## config.mk

```make
export PLATFORM = sky130hd
export DESIGN_NAME = timestamp_compare_trigger
export DESIGN_NICKNAME = d
export VERILOG_FILES = /design/src/event_counter_pkg.sv /design/src/stamp_counter.sv /design/src/timestamp_compare_trigger.sv
export VERILOG_INCLUDE_DIRS = /design/src
export SDC_FILE = /design/constraint.sdc
export NUM_CORES = 1
export LEC_CHECK = 0
export BUFFER_PORTS_ARGS = -buffer_cell sky130_fd_sc_hd__buf_2
export CORE_MARGIN = 5
export CORE_UTILIZATION = 63
export DETAILED_ROUTE_END_ITERATION = 16
export PLACE_DENSITY = 0.85
export SYNTH_ARGS = -nofsm -noshare
export SYNTH_HDL_FRONTEND = slang
export SYNTH_SLANG_ARGS = --single-unit
```

## constraint.sdc

```tcl
create_clock -name ref_clk -period 5.9 [get_ports ref_clk]
set_input_delay 1.18 -clock ref_clk [delete_from_list [all_inputs] [get_ports ref_clk]]
set_output_delay 1.18 -clock ref_clk [all_outputs]
set_load 0.02 [all_outputs]
```

## src/event_counter_defines.svh

```systemverilog
// constants for the time-stamp compare and trigger block
// assumes inclusion by bare name from the package and the design modules
//
// What this block does
// RULE_01 - sample address, data, status once per cycle
// RULE_02 - condition combines address, data, status matches
// RULE_03 - counter comparator observes absolute counter value
// RULE_04 - position 4: millisecond tick, trigger clears counter
// RULE_05 - comparator loaded with converted, reordered bit pattern
// RULE_06 - address match may clear counter and switch group
// RULE_07 - only active group statements are evaluated
// RULE_08 - counter match in active group halts emulation
// RULE_09 - time base no shorter than a bus cycle
// RULE_10 - position F: count rising trigger pulses
// RULE_11 - counter match needs every bit equal
`ifndef EVENT_COUNTER_DEFINES_SVH
`define EVENT_COUNTER_DEFINES_SVH

// register word addresses
`define REG_CTRL 4'h0
`define REG_STATUS 4'h1
`define REG_MASK 4'h2
`define REG_ADDR_CMP 4'h3
`define REG_DATA_CMP 4'h4
`define REG_STAT_CMP 4'h5
`define REG_CNT_CMP 4'h6
`define REG_STMT 4'h7
`define REG_COUNT 4'h8
`define REG_INDEX_W 4

// control fields
`define CTRL_RUN_BIT 0
`define CTRL_GROUP_BIT 1
`define CTRL_BASE_LSB 4
`define CTRL_BASE_W 4

// time-base selector positions
`define BASE_MS 4'h4
`define BASE_EVENTS 4'hF

// statement word fields, one byte per group
`define STMT_USE_ADDR 0
`define STMT_USE_DATA 1
`define STMT_USE_STAT 2
`define STMT_USE_CNT 3
`define STMT_TRIGGER 4
`define STMT_SWITCH 5
`define STMT_TRACE 6
`define STMT_HALT 7

// status bits
`define ST_TRIGGER 0
`define ST_SWITCH 1
`define ST_TRACE 2
`define ST_HALT 3
`define ST_W 4

// timing
`define CLK_HZ 25000000
`define MS_PER_TICK_NUM 1
`define MS_TICK_CYCLES (`CLK_HZ / 1000 * `MS_PER_TICK_NUM)

`endif

```

## src/event_counter_pkg.sv

```systemverilog
// types shared by the time-stamp compare and trigger block
// assumes event_counter_defines.svh sits in the same folder
`include "event_counter_defines.svh"
package event_counter_pkg;
   typedef enum logic [1:0]
   {
      BUS_IDLE = 2'b00,
      BUS_READ_ACK = 2'b01,
      BUS_WRITE_ACK = 2'b10
   } bus_state_t;
endpackage

```

## src/stamp_counter.sv

```systemverilog
// time-stamp counter with selectable time base
// assumes one clock, synchronous active-high reset, 25 MHz
`timescale 1ns/100ps
`include "event_counter_defines.svh"
module stamp_counter #(
   parameter int COUNT_W = 16,
   parameter int TICK_CYCLES = `MS_TICK_CYCLES
)(
   // clock and reset
   input wire logic ref_clk,
   input wire logic rst,
   input wire logic clk_en,
   // control
   input wire logic [3:0] time_base,
   input wire logic event_trigger_pulse,
   // state
   output logic [COUNT_W-1:0] count_q
);
   logic [COUNT_W-1:0] count_d;
   logic [31:0] tick_q;
   logic [31:0] tick_d;
   logic trig_prev_q;
   logic trig_prev_d;

   always_comb
   begin
      count_d = count_q;
      tick_d = tick_q;
      trig_prev_d = event_trigger_pulse;
      if (time_base == `BASE_MS)
      begin
         // trigger wins over the tick so the clear is never lost
         if (event_trigger_pulse)
         begin
            count_d = '0; // [RULE_04]
            tick_d = '0;
         end
         else if (tick_q == 32'(TICK_CYCLES - 1))
         begin
            count_d = count_q + 1'b1; // [RULE_04]
            tick_d = '0;
         end
         else
            tick_d = tick_q + 32'h00000001;
      end
      else if (time_base == `BASE_EVENTS)
      begin
         tick_d = '0;
         if (event_trigger_pulse && !trig_prev_q)
            count_d = count_q + 1'b1; // [RULE_10]
      end
      else
         tick_d = '0;
   end

   always_ff @(posedge ref_clk)
   begin
      if (rst)
      begin
         count_q <= '0;
         tick_q <= '0;
         trig_prev_q <= 1'b0;
      end
      else if (clk_en)
      begin
         count_q <= count_d;
         tick_q <= tick_d;
         trig_prev_q <= trig_prev_d;
      end
   end

   a_base_clear: assert property (@(posedge ref_clk) // [RULE_04]
      disable iff (rst)
      clk_en && time_base == `BASE_MS && event_trigger_pulse
      |=> count_q == '0)
      else $error("counter not cleared by trigger");
   a_event_step: assert property (@(posedge ref_clk) // [RULE_10]
      disable iff (rst)
      clk_en && time_base == `BASE_EVENTS && event_trigger_pulse
      && !trig_prev_q |=> count_q == $past(count_q) + 1'b1)
      else $error("occurrence count did not step");
   a_event_level: assert property (@(posedge ref_clk) // [RULE_10]
      disable iff (rst)
      clk_en && time_base == `BASE_EVENTS && trig_prev_q
      |=> count_q == $past(count_q))
      else $error("counter stepped on held trigger");
   c_event_count: cover property (@(posedge ref_clk) disable iff (rst)
      time_base == `BASE_EVENTS && count_q == COUNT_W'(2));
endmodule

```

## src/timestamp_compare_trigger.sv

```systemverilog
// event monitor: bus-cycle sampling, grouped conditions, actions
// assumes Avalon-MM master on ref_clk, one monitored bus cycle per strobe
//
// Decided for this implementation: the register offsets and the Avalon-MM interface to the registers.
`timescale 1ns/100ps
`include "event_counter_defines.svh"
module timestamp_compare_trigger #(
   parameter int ADDR_W = 20,
   parameter int DATA_W = 16,
   parameter int STAT_W = 4,
   parameter int COUNT_W = 16,
   parameter int TICK_CYCLES = `MS_TICK_CYCLES
)(
   // clock and reset
   input wire logic ref_clk,
   input wire logic rst,
   input wire logic clk_en,
   // register bus
   input wire logic [3:0] avs_address,
   input wire logic avs_read,
   input wire logic avs_write,
   input wire logic [31:0] avs_writedata,
   output logic [31:0] avs_readdata,
   output logic avs_waitrequest,
   // monitored processor bus
   input wire logic bus_cycle_strobe,
   input wire logic [ADDR_W-1:0] bus_address,
   input wire logic [DATA_W-1:0] bus_data,
   input wire logic [STAT_W-1:0] bus_status,
   // actions and interrupt
   output logic event_trigger_pulse,
   output logic event_group_switch,
   output logic trace_record_action,
   output logic halt_emulation_action,
   output logic irq
);
   ////////////////////////////////////////////////////////////////////////
   // registers
   logic [31:0] ctrl_q, ctrl_d;
   logic [`ST_W-1:0] status_q, status_d;
   logic [`ST_W-1:0] mask_q, mask_d;
   logic [ADDR_W-1:0] addr_cmp_q, addr_cmp_d;
   logic [DATA_W-1:0] data_cmp_q, data_cmp_d;
   logic [STAT_W-1:0] stat_cmp_q, stat_cmp_d;
   logic [COUNT_W-1:0] counter_value_comparator_q;
   logic [COUNT_W-1:0] counter_value_comparator_d;
   logic [15:0] stmt_q, stmt_d;
   logic [31:0] rdata_q, rdata_d;
   logic wait_q, wait_d;
   logic irq_q, irq_d;
   event_counter_pkg::bus_state_t bus_q, bus_d;
   // sampling and actions
   logic [ADDR_W-1:0] s_addr_q, s_addr_d;
   logic [DATA_W-1:0] s_data_q, s_data_d;
   logic [STAT_W-1:0] s_stat_q, s_stat_d;
   logic [COUNT_W-1:0] s_count_q, s_count_d;
   logic sample_q, sample_d;
   logic group_q, group_d;
   logic trig_q, trig_d;
   logic sw_q, sw_d;
   logic trc_q, trc_d;
   logic halt_q, halt_d;
   logic [COUNT_W-1:0] count_q;
   logic [7:0] stmt;
   logic addr_hit, data_hit, stat_hit, cnt_hit, fire;
   logic [`ST_W-1:0] events;

   ////////////////////////////////////////////////////////////////////////
   // time-stamp counter
   stamp_counter #(
      .COUNT_W(COUNT_W),
      .TICK_CYCLES(TICK_CYCLES)
   ) stamp_counter_inst (
      .ref_clk(ref_clk),
      .rst(rst),
      .clk_en(clk_en),
      .time_base(ctrl_q[`CTRL_BASE_LSB +: `CTRL_BASE_W]),
      .event_trigger_pulse(trig_q),
      .count_q(count_q)
   );

   ////////////////////////////////////////////////////////////////////////
   // condition evaluation
   always_comb
   begin
      // one statement byte per group; only the active one is used
      stmt = group_q ? stmt_q[15:8] : stmt_q[7:0]; // [RULE_07]
      addr_hit = s_addr_q == addr_cmp_q;
      data_hit = s_data_q == data_cmp_q;
      stat_hit = s_stat_q == stat_cmp_q;
      // raw reordered bits compared; software converts the count
      cnt_hit = s_count_q == counter_value_comparator_q; // [RULE_03] [RULE_05] [RULE_11]
      // unused terms are don't-care; all-off never fires
      fire = sample_q && ctrl_q[`CTRL_RUN_BIT]
         && (stmt[3:0] != 4'h0)
         && (!stmt[`STMT_USE_ADDR] || addr_hit)
         && (!stmt[`STMT_USE_DATA] || data_hit)
         && (!stmt[`STMT_USE_STAT] || stat_hit)
         && (!stmt[`STMT_USE_CNT] || cnt_hit); // [RULE_02]
   end

   always_comb
   begin
      s_addr_d = s_addr_q;
      s_data_d = s_data_q;
      s_stat_d = s_stat_q;
      s_count_d = s_count_q;
      sample_d = bus_cycle_strobe;
      if (bus_cycle_strobe)
      begin
         // one snapshot per bus cycle, all conditions use it
         s_addr_d = bus_address; // [RULE_01]
         s_data_d = bus_data;
         s_stat_d = bus_status;
         s_count_d = count_q;
      end
      trig_d = fire && stmt[`STMT_TRIGGER]; // [RULE_06]
      sw_d = fire && stmt[`STMT_SWITCH];
      trc_d = fire && stmt[`STMT_TRACE];
      halt_d = fire && stmt[`STMT_HALT]; // [RULE_08]
      group_d = sw_d ? ~group_q : group_q; // [RULE_06]
      if (bus_q == event_counter_pkg::BUS_IDLE && avs_write
         && avs_address == `REG_CTRL)
         group_d = avs_writedata[`CTRL_GROUP_BIT];
   end

   ////////////////////////////////////////////////////////////////////////
   // register bus slave and interrupt
   always_comb
   begin
      ctrl_d = ctrl_q;
      mask_d = mask_q;
      addr_cmp_d = addr_cmp_q;
      data_cmp_d = data_cmp_q;
      stat_cmp_d = stat_cmp_q;
      counter_value_comparator_d = counter_value_comparator_q;
      stmt_d = stmt_q;
      rdata_d = rdata_q;
      bus_d = event_counter_pkg::BUS_IDLE;
      wait_d = 1'b1;
      events = {halt_d, trc_d, sw_d, trig_d};
      status_d = status_q;
      if (bus_q == event_counter_pkg::BUS_IDLE && avs_write)
      begin
         bus_d = event_counter_pkg::BUS_WRITE_ACK;
         wait_d = 1'b0;
         unique case (avs_address)
            `REG_CTRL: ctrl_d = avs_writedata;
            `REG_STATUS: status_d = status_q & ~avs_writedata[`ST_W-1:0];
            `REG_MASK: mask_d = avs_writedata[`ST_W-1:0];
            `REG_ADDR_CMP: addr_cmp_d = avs_writedata[ADDR_W-1:0];
            `REG_DATA_CMP: data_cmp_d = avs_writedata[DATA_W-1:0];
            `REG_STAT_CMP: stat_cmp_d = avs_writedata[STAT_W-1:0];
            `REG_CNT_CMP:
               counter_value_comparator_d = avs_writedata[COUNT_W-1:0]; // [RULE_05]
            `REG_STMT: stmt_d = avs_writedata[15:0];
            default: ;
         endcase
      end
      else if (bus_q == event_counter_pkg::BUS_IDLE && avs_read)
      begin
         bus_d = event_counter_pkg::BUS_READ_ACK;
         wait_d = 1'b0;
         unique case (avs_address)
            `REG_CTRL: rdata_d = {ctrl_q[31:2], group_q, ctrl_q[0]};
            `REG_STATUS: rdata_d = 32'(status_q);
            `REG_MASK: rdata_d = 32'(mask_q);
            `REG_ADDR_CMP: rdata_d = 32'(addr_cmp_q);
            `REG_DATA_CMP: rdata_d = 32'(data_cmp_q);
            `REG_STAT_CMP: rdata_d = 32'(stat_cmp_q);
            `REG_CNT_CMP: rdata_d = 32'(counter_value_comparator_q);
            `REG_STMT: rdata_d = 32'(stmt_q);
            `REG_COUNT: rdata_d = 32'(count_q);
            default: rdata_d = 32'h00000000;
         endcase
      end
      // set wins over a same-cycle write-one clear
      status_d = status_d | events;
      irq_d = |(status_d & mask_d);
   end

   always_ff @(posedge ref_clk)
   begin
      if (rst)
      begin
         ctrl_q <= 32'h00000000;
         status_q <= '0;
         mask_q <= '0;
         addr_cmp_q <= '0;
         data_cmp_q <= '0;
         stat_cmp_q <= '0;
         counter_value_comparator_q <= '0;
         stmt_q <= 16'h0000;
         rdata_q <= 32'h00000000;
         wait_q <= 1'b1;
         irq_q <= 1'b0;
         bus_q <= event_counter_pkg::BUS_IDLE;
         s_addr_q <= '0;
         s_data_q <= '0;
         s_stat_q <= '0;
         s_count_q <= '0;
         sample_q <= 1'b0;
         group_q <= 1'b0;
         trig_q <= 1'b0;
         sw_q <= 1'b0;
         trc_q <= 1'b0;
         halt_q <= 1'b0;
      end
      else if (clk_en)
      begin
         ctrl_q <= ctrl_d;
         status_q <= status_d;
         mask_q <= mask_d;
         addr_cmp_q <= addr_cmp_d;
         data_cmp_q <= data_cmp_d;
         stat_cmp_q <= stat_cmp_d;
         counter_value_comparator_q <= counter_value_comparator_d;
         stmt_q <= stmt_d;
         rdata_q <= rdata_d;
         wait_q <= wait_d;
         irq_q <= irq_d;
         bus_q <= bus_d;
         s_addr_q <= s_addr_d;
         s_data_q <= s_data_d;
         s_stat_q <= s_stat_d;
         s_count_q <= s_count_d;
         sample_q <= sample_d;
         group_q <= group_d;
         trig_q <= trig_d;
         sw_q <= sw_d;
         trc_q <= trc_d;
         halt_q <= halt_d;
      end
   end

   assign avs_readdata = rdata_q;
   assign avs_waitrequest = wait_q;
   assign event_trigger_pulse = trig_q;
   assign event_group_switch = sw_q;
   assign trace_record_action = trc_q;
   assign halt_emulation_action = halt_q;
   assign irq = irq_q;

   ////////////////////////////////////////////////////////////////////////
   // checks
   a_sample_once: assert property (@(posedge ref_clk) // [RULE_01]
      disable iff (rst)
      clk_en && bus_cycle_strobe |=> s_addr_q == $past(bus_address))
      else $error("bus sample not taken");
   a_sample_count: assert property (@(posedge ref_clk) // [RULE_03]
      disable iff (rst)
      clk_en && bus_cycle_strobe |=> s_count_q == $past(count_q))
      else $error("counter value not sampled with bus cycle");
   // a used term that misses must block every action
   a_cond_addr: assert property (@(posedge ref_clk) // [RULE_02]
      disable iff (rst)
      clk_en && stmt[`STMT_USE_ADDR] && s_addr_q != addr_cmp_q
      |=> !(event_trigger_pulse || event_group_switch
      || trace_record_action || halt_emulation_action))
      else $error("fired without address match");
   a_count_exact: assert property (@(posedge ref_clk) // [RULE_11]
      disable iff (rst)
      clk_en && stmt[`STMT_USE_CNT]
      && s_count_q != counter_value_comparator_q
      |=> !halt_emulation_action)
      else $error("halt on unequal counter bits");
   a_cnt_cond: assert property (@(posedge ref_clk) // [RULE_03]
      disable iff (rst)
      clk_en && stmt[`STMT_USE_CNT]
      && s_count_q != counter_value_comparator_q
      |=> !(event_trigger_pulse || event_group_switch
      || trace_record_action))
      else $error("fired without counter match");
   a_trig_group: assert property (@(posedge ref_clk) // [RULE_06]
      disable iff (rst)
      clk_en && fire && stmt[`STMT_TRIGGER] && stmt[`STMT_SWITCH]
      && !(avs_write && bus_q == event_counter_pkg::BUS_IDLE)
      |=> event_trigger_pulse && group_q != $past(group_q))
      else $error("trigger and group switch not together");
   // active byte without terms stays silent whatever the other holds
   a_group_select: assert property (@(posedge ref_clk) // [RULE_07]
      disable iff (rst)
      clk_en && (group_q ? stmt_q[11:8] : stmt_q[3:0]) == 4'h0
      |=> !(event_trigger_pulse || event_group_switch
      || trace_record_action || halt_emulation_action))
      else $error("inactive group statement used");
   a_halt_on_count: assert property (@(posedge ref_clk) // [RULE_08]
      disable iff (rst)
      clk_en && sample_q && ctrl_q[`CTRL_RUN_BIT] && stmt == 8'h88
      && s_count_q == counter_value_comparator_q
      |=> halt_emulation_action)
      else $error("no halt on counter match");
   a_wait_one: assert property (@(posedge ref_clk) disable iff (rst)
      clk_en && !avs_waitrequest |=> clk_en |-> avs_waitrequest)
      else $error("waitrequest low two cycles");
   a_wait_answer: assert property (@(posedge ref_clk) disable iff (rst)
      clk_en && bus_q == event_counter_pkg::BUS_IDLE
      && (avs_read || avs_write) |=> !avs_waitrequest)
      else $error("request not answered in one cycle");
   a_read_unmapped: assert property (@(posedge ref_clk) disable iff (rst)
      clk_en && bus_q == event_counter_pkg::BUS_IDLE && avs_read
      && !avs_write && avs_address > `REG_COUNT
      |=> avs_readdata == 32'h00000000)
      else $error("unmapped read not zero");
   // an event racing a write-one clear must still leave its bit set
   a_set_wins: assert property (@(posedge ref_clk) disable iff (rst)
      clk_en && events != '0
      |=> (status_q & $past(events)) == $past(events))
      else $error("status event lost");
   a_irq_level: assert property (@(posedge ref_clk) disable iff (rst)
      irq == (|(status_q & mask_q)))
      else $error("interrupt does not follow status and mask");
   c_halt: cover property (@(posedge ref_clk) halt_emulation_action);
   c_switch: cover property (@(posedge ref_clk) event_group_switch);
   c_irq: cover property (@(posedge ref_clk) irq);
   c_clear_switch: cover property (@(posedge ref_clk)
      event_trigger_pulse && event_group_switch);
endmodule

```

==> flow_metrics.env <==
export IMPL_run_status="completed"
export IMPL_die_height_um=143
export IMPL_area_delta_synth_final_pct=14.0
export IMPL_synthTopCellsByArea="dfxtp_1 46%, nand2_1 12%, a21oi_1 9.9%"
export IMPL_detailroute_via_count=10500
export IMPL_pwr_dens_nw_per_um2=297
export IMPL_post_place_instance_area_um2=11800
export IMPL_max_cap_viol_count=0
export IMPL_yosysUniqueCellTypes=61
export IMPL_port_buffers=119
export IMPL_cts_root_buf="clkbuf_16"
export IMPL_tightestPinTransition_ns=1.13
export IMPL_boundaryPins=120
export IMPL_post_synth_edffs=0
export IMPL_drc_errors=0
export IMPL_crit_path_start="avs_address[0]"
export IMPL_yosys_register_bits=258
export IMPL_r2r_cells=7
export IMPL_worst_min_path_class="flip-flop to flip-flop"
export IMPL_initialDrtViolationCount=1328
export IMPL_holdCritStartpoint="ctrl_q[19]"
export IMPL_mappedNetlistNets=1476
export IMPL_layout_min_cycle_time_ns=3.17
export IMPL_switching_fraction_pct=22.2
export IMPL_gpl_final_weighted_congestion=0.960
export IMPL_die_w_um=143
export IMPL_slew_limit_fails=0
export IMPL_critical_path_class="primary input to flip-flop"
export IMPL_cp_max_fo=31
export IMPL_reg2reg_setup_slack_ns=3.03
export IMPL_numCtsBuffers=26
export IMPL_share_of_cells_above_drive_strength_1_pct=13.7
export IMPL_worst_endpoint_required_ns=6.27
export IMPL_power_share_combinational_pct=5.0
export IMPL_synthesis_area_per_instance_um2=8.00
export IMPL_synthFlopType="dfxtp_1"
export IMPL_tritoncts="done"
export IMPL_regToRegEndpoint="irq"
export IMPL_reg2reg_from="data_cmp_q[1]"
export IMPL_nFillCells=1285
export IMPL_via_per_inst=6.16
export IMPL_worst_endpoint_arrival_ns=3.54
export IMPL_max_vdd_ir_drop_mv=0.297
export IMPL_grt_max_degree=125
export IMPL_setup_repair_after_global_routing_missed_its_margin="no"
export IMPL_drt_pass1_iterations=8
export IMPL_report_final_hold_viol_count=0
export IMPL_clk_latency_worst_skew_pair_ns=0.54
export IMPL_setup_viol=0
export IMPL_fp_coreArea_um2=17300
export IMPL_synthesis_instances=1392
export IMPL_wl_um=32500
export IMPL_cts_reportedPaths_clkPinSlew_ns=0.06
export IMPL_cts_max_level=1
export IMPL_postRouteAntennaNets=0
export IMPL_period_share_pct=53.7
export IMPL_timing_slew_headroom_pct=24.6
export IMPL_timing_fmax_mhz=316
export IMPL_grt_overflow=0
export IMPL_finalHoldWorstSlack_ns=0.457
export IMPL_final_area_um2=12700
export IMPL_synth_async_sr_flop_share_pct=0
export IMPL_pwr_share_clk_pct=47.7
export IMPL_setup_worst_path_start_class="primary input"
export IMPL_p_seq_share_pct=47.3
export IMPL_yosys_area_top_type_share_pct=46.4
export IMPL_dp_final_hpwl_um=21800
export IMPL_netSwitchingPower_mw=0.835
export IMPL_cts_sinks=258
export IMPL_grt_antenna_before_repair=0
export IMPL_cts_setup_buffers=0
export IMPL_num_antenna_cells=0
export IMPL_timing_critical_path_to="ctrl_q[26]"
export IMPL_leakagePower_nw=4.43
export IMPL_p_int_mw=2.93
export IMPL_initial_core_util_pct=64.4
export IMPL_number_of_global_route_vias_before_repair=9704
export IMPL_grt_use_total_pct=31.2
export IMPL_overall_die_area_um2=20400
export IMPL_wire_length_of_the_first_global_routing_pass_um=51400
export IMPL_cts_hold_repair_buffers=0
export IMPL_clk_path_buf_depth=3
export IMPL_end_kind="flip-flop"
export IMPL_floorplan_rows=48
export IMPL_mappedNetlistArea_um2=11100
export IMPL_finalPower_mw=3.77
export IMPL_ys_seq_area_share_pct=46.4
export IMPL_tns_ns=0
export IMPL_post_detailed_route_wirelength_per_cell_um=19.1
export IMPL_synth_yosys_warnings=0
export IMPL_netlist_top_cell_by_area="dfxtp_1"
export IMPL_post_cts_resized=0
export IMPL_worst_clock_skew_ns=0.00950
export IMPL_num_nets_final=1542
kinds of logic after synthesis:
group / Yosys count / synth area share, %
simple gates: 607 / 24.0
compound gates: 306 / 15.7
flops: 258 / 46.4
buf+inv: 96 / 3.27
xor+xnor: 95 / 7.47
mux: 28 / 2.90
fa+ha+maj: 2 / 0.225
sequential cells by signal, summed over array words and instances (netlist names), 2 cells and up:
register / flops
addr_cmp_q: 20
avs_readdata: 32
bus_q: 2
counter_value_comparator_q: 16
ctrl_q: 31
data_cmp_q: 16
mask_q: 4
s_addr_q: 20
s_count_q: 16
s_data_q: 16
s_stat_q: 4
stamp_counter_inst.count_q: 16
stamp_counter_inst.tick_q: 32
stat_cmp_q: 4
status_q: 4
stmt_q: 16
worst min path at each step:
stage                     cells after the start          to  slack (ns)
final                                         2  ctrl_q[19]        0.46
after global routing                          2  ctrl_q[19]        0.48
after CTS                                     2  ctrl_q[19]        0.45
after detailed placement                      2  ctrl_q[19]        0.45
after global placement                        2   ctrl_q[9]        0.44
after floorplan                               2  ctrl_q[10]        0.43
critical path: stages:
cell and delay, ns:
buf_2 0.19, or3_1 0.48, nor2_1 0.48, nand2_1 0.81
nand2_1 0.28, a21oi_1 0.10
power groups by stage:
| stage | registers (mW) | logic (mW) | clock network [mW] |
|---|---|---|---|
| floorplan | 1.81 | 0.111 | 0 |
| global placement | 1.82 | 0.178 | 0 |
| detailed placement | 1.82 | 0.181 | 0 |
| CTS | 1.78 | 0.184 | 1.80 |
| global route | 1.78 | 0.204 | 1.88 |
| finish | 1.78 | 0.189 | 1.79 |
stage by stage:
stage               cells  utilization [%]  setup WS, ns
finish               1703             73.4          2.73
global route         1703             73.4          2.48
CTS                  1703             73.4          2.83
detailed placement   1655             68.0          2.30
global placement     1655             68.0          2.38
floorplan            1392                -          3.03
cells in the mapped netlist (3+ instances only):
library cell and count:
nand2_1 366, dfxtp_1 258, a21oi_1 221, nor2_1 117, clkbuf_1 79, xnor2_1 64, a22oi_1 31, xor2_1 31
nand3_1 21, nand4_1 20, nor4_1 15, mux2_2 14, nor3_1 14, o21ai_0 14, a222oi_1 13, mux2i_1 12
buf_1 7, inv_1 7, and3_1 6, a31oi_1 5, and2_1 5, and4_1 4, nor4b_1 4, o22ai_1 4
or3_1 4, a211oi_1 3, buf_2 3, nand4b_1 3, nor3b_1 3, nor4b_2 3, or4b_1 3
layout make-up:
type,count,area [um^2],area share [%]
Clock inverter,9,176,1.39
Clock buffer,39,761,5.99
Multi-Input combinational cell,1038,5620,44.3
Sequential cell,258,5160,40.7
Timing Repair Buffer,127,662,5.21
Inverter,7,26.3,0.207
Tap cell,225,282,2.22
layer usage:
layer / GRT usage [%] / vias to the layer above / wire, um
li1: - / 4883 / -
met5: 0 / - / 0
met2: 47.5 / 657 / 14400
met3: 6.23 / 137 / 3790
met1: 42.9 / 4821 / 12500
met4: 14.6 / 0 / 1760
layout by cell type, fill, tap and decap left out, types with 3 or more instances in the layout:
cell type	n
o22ai_1	4
nand3_1	21
clkbuf_1	8
buf_4	8
or4b_1	3
buf_2	118
nor3_1	12
or3_1	4
a31oi_1	5
xor2_1	31
mux2i_1	12
dfxtp_1	258
bufinv_16	5
nand4b_1	3
nor4_1	15
nor2_1	117
mux2_2	14
inv_1	7
a211oi_1	3
nor4b_2	3
nand4_1	20
nor4b_1	4
and4_1	4
and3_1	6
clkbuf_8	4
a222oi_1	13
and2_1	4
nand2_1	365
nor3b_1	3
a21oi_1	221
o21ai_0	14
a22oi_1	31
clkbuf_16	27
xnor2_1	64
(Power assumes the default switching activity.)
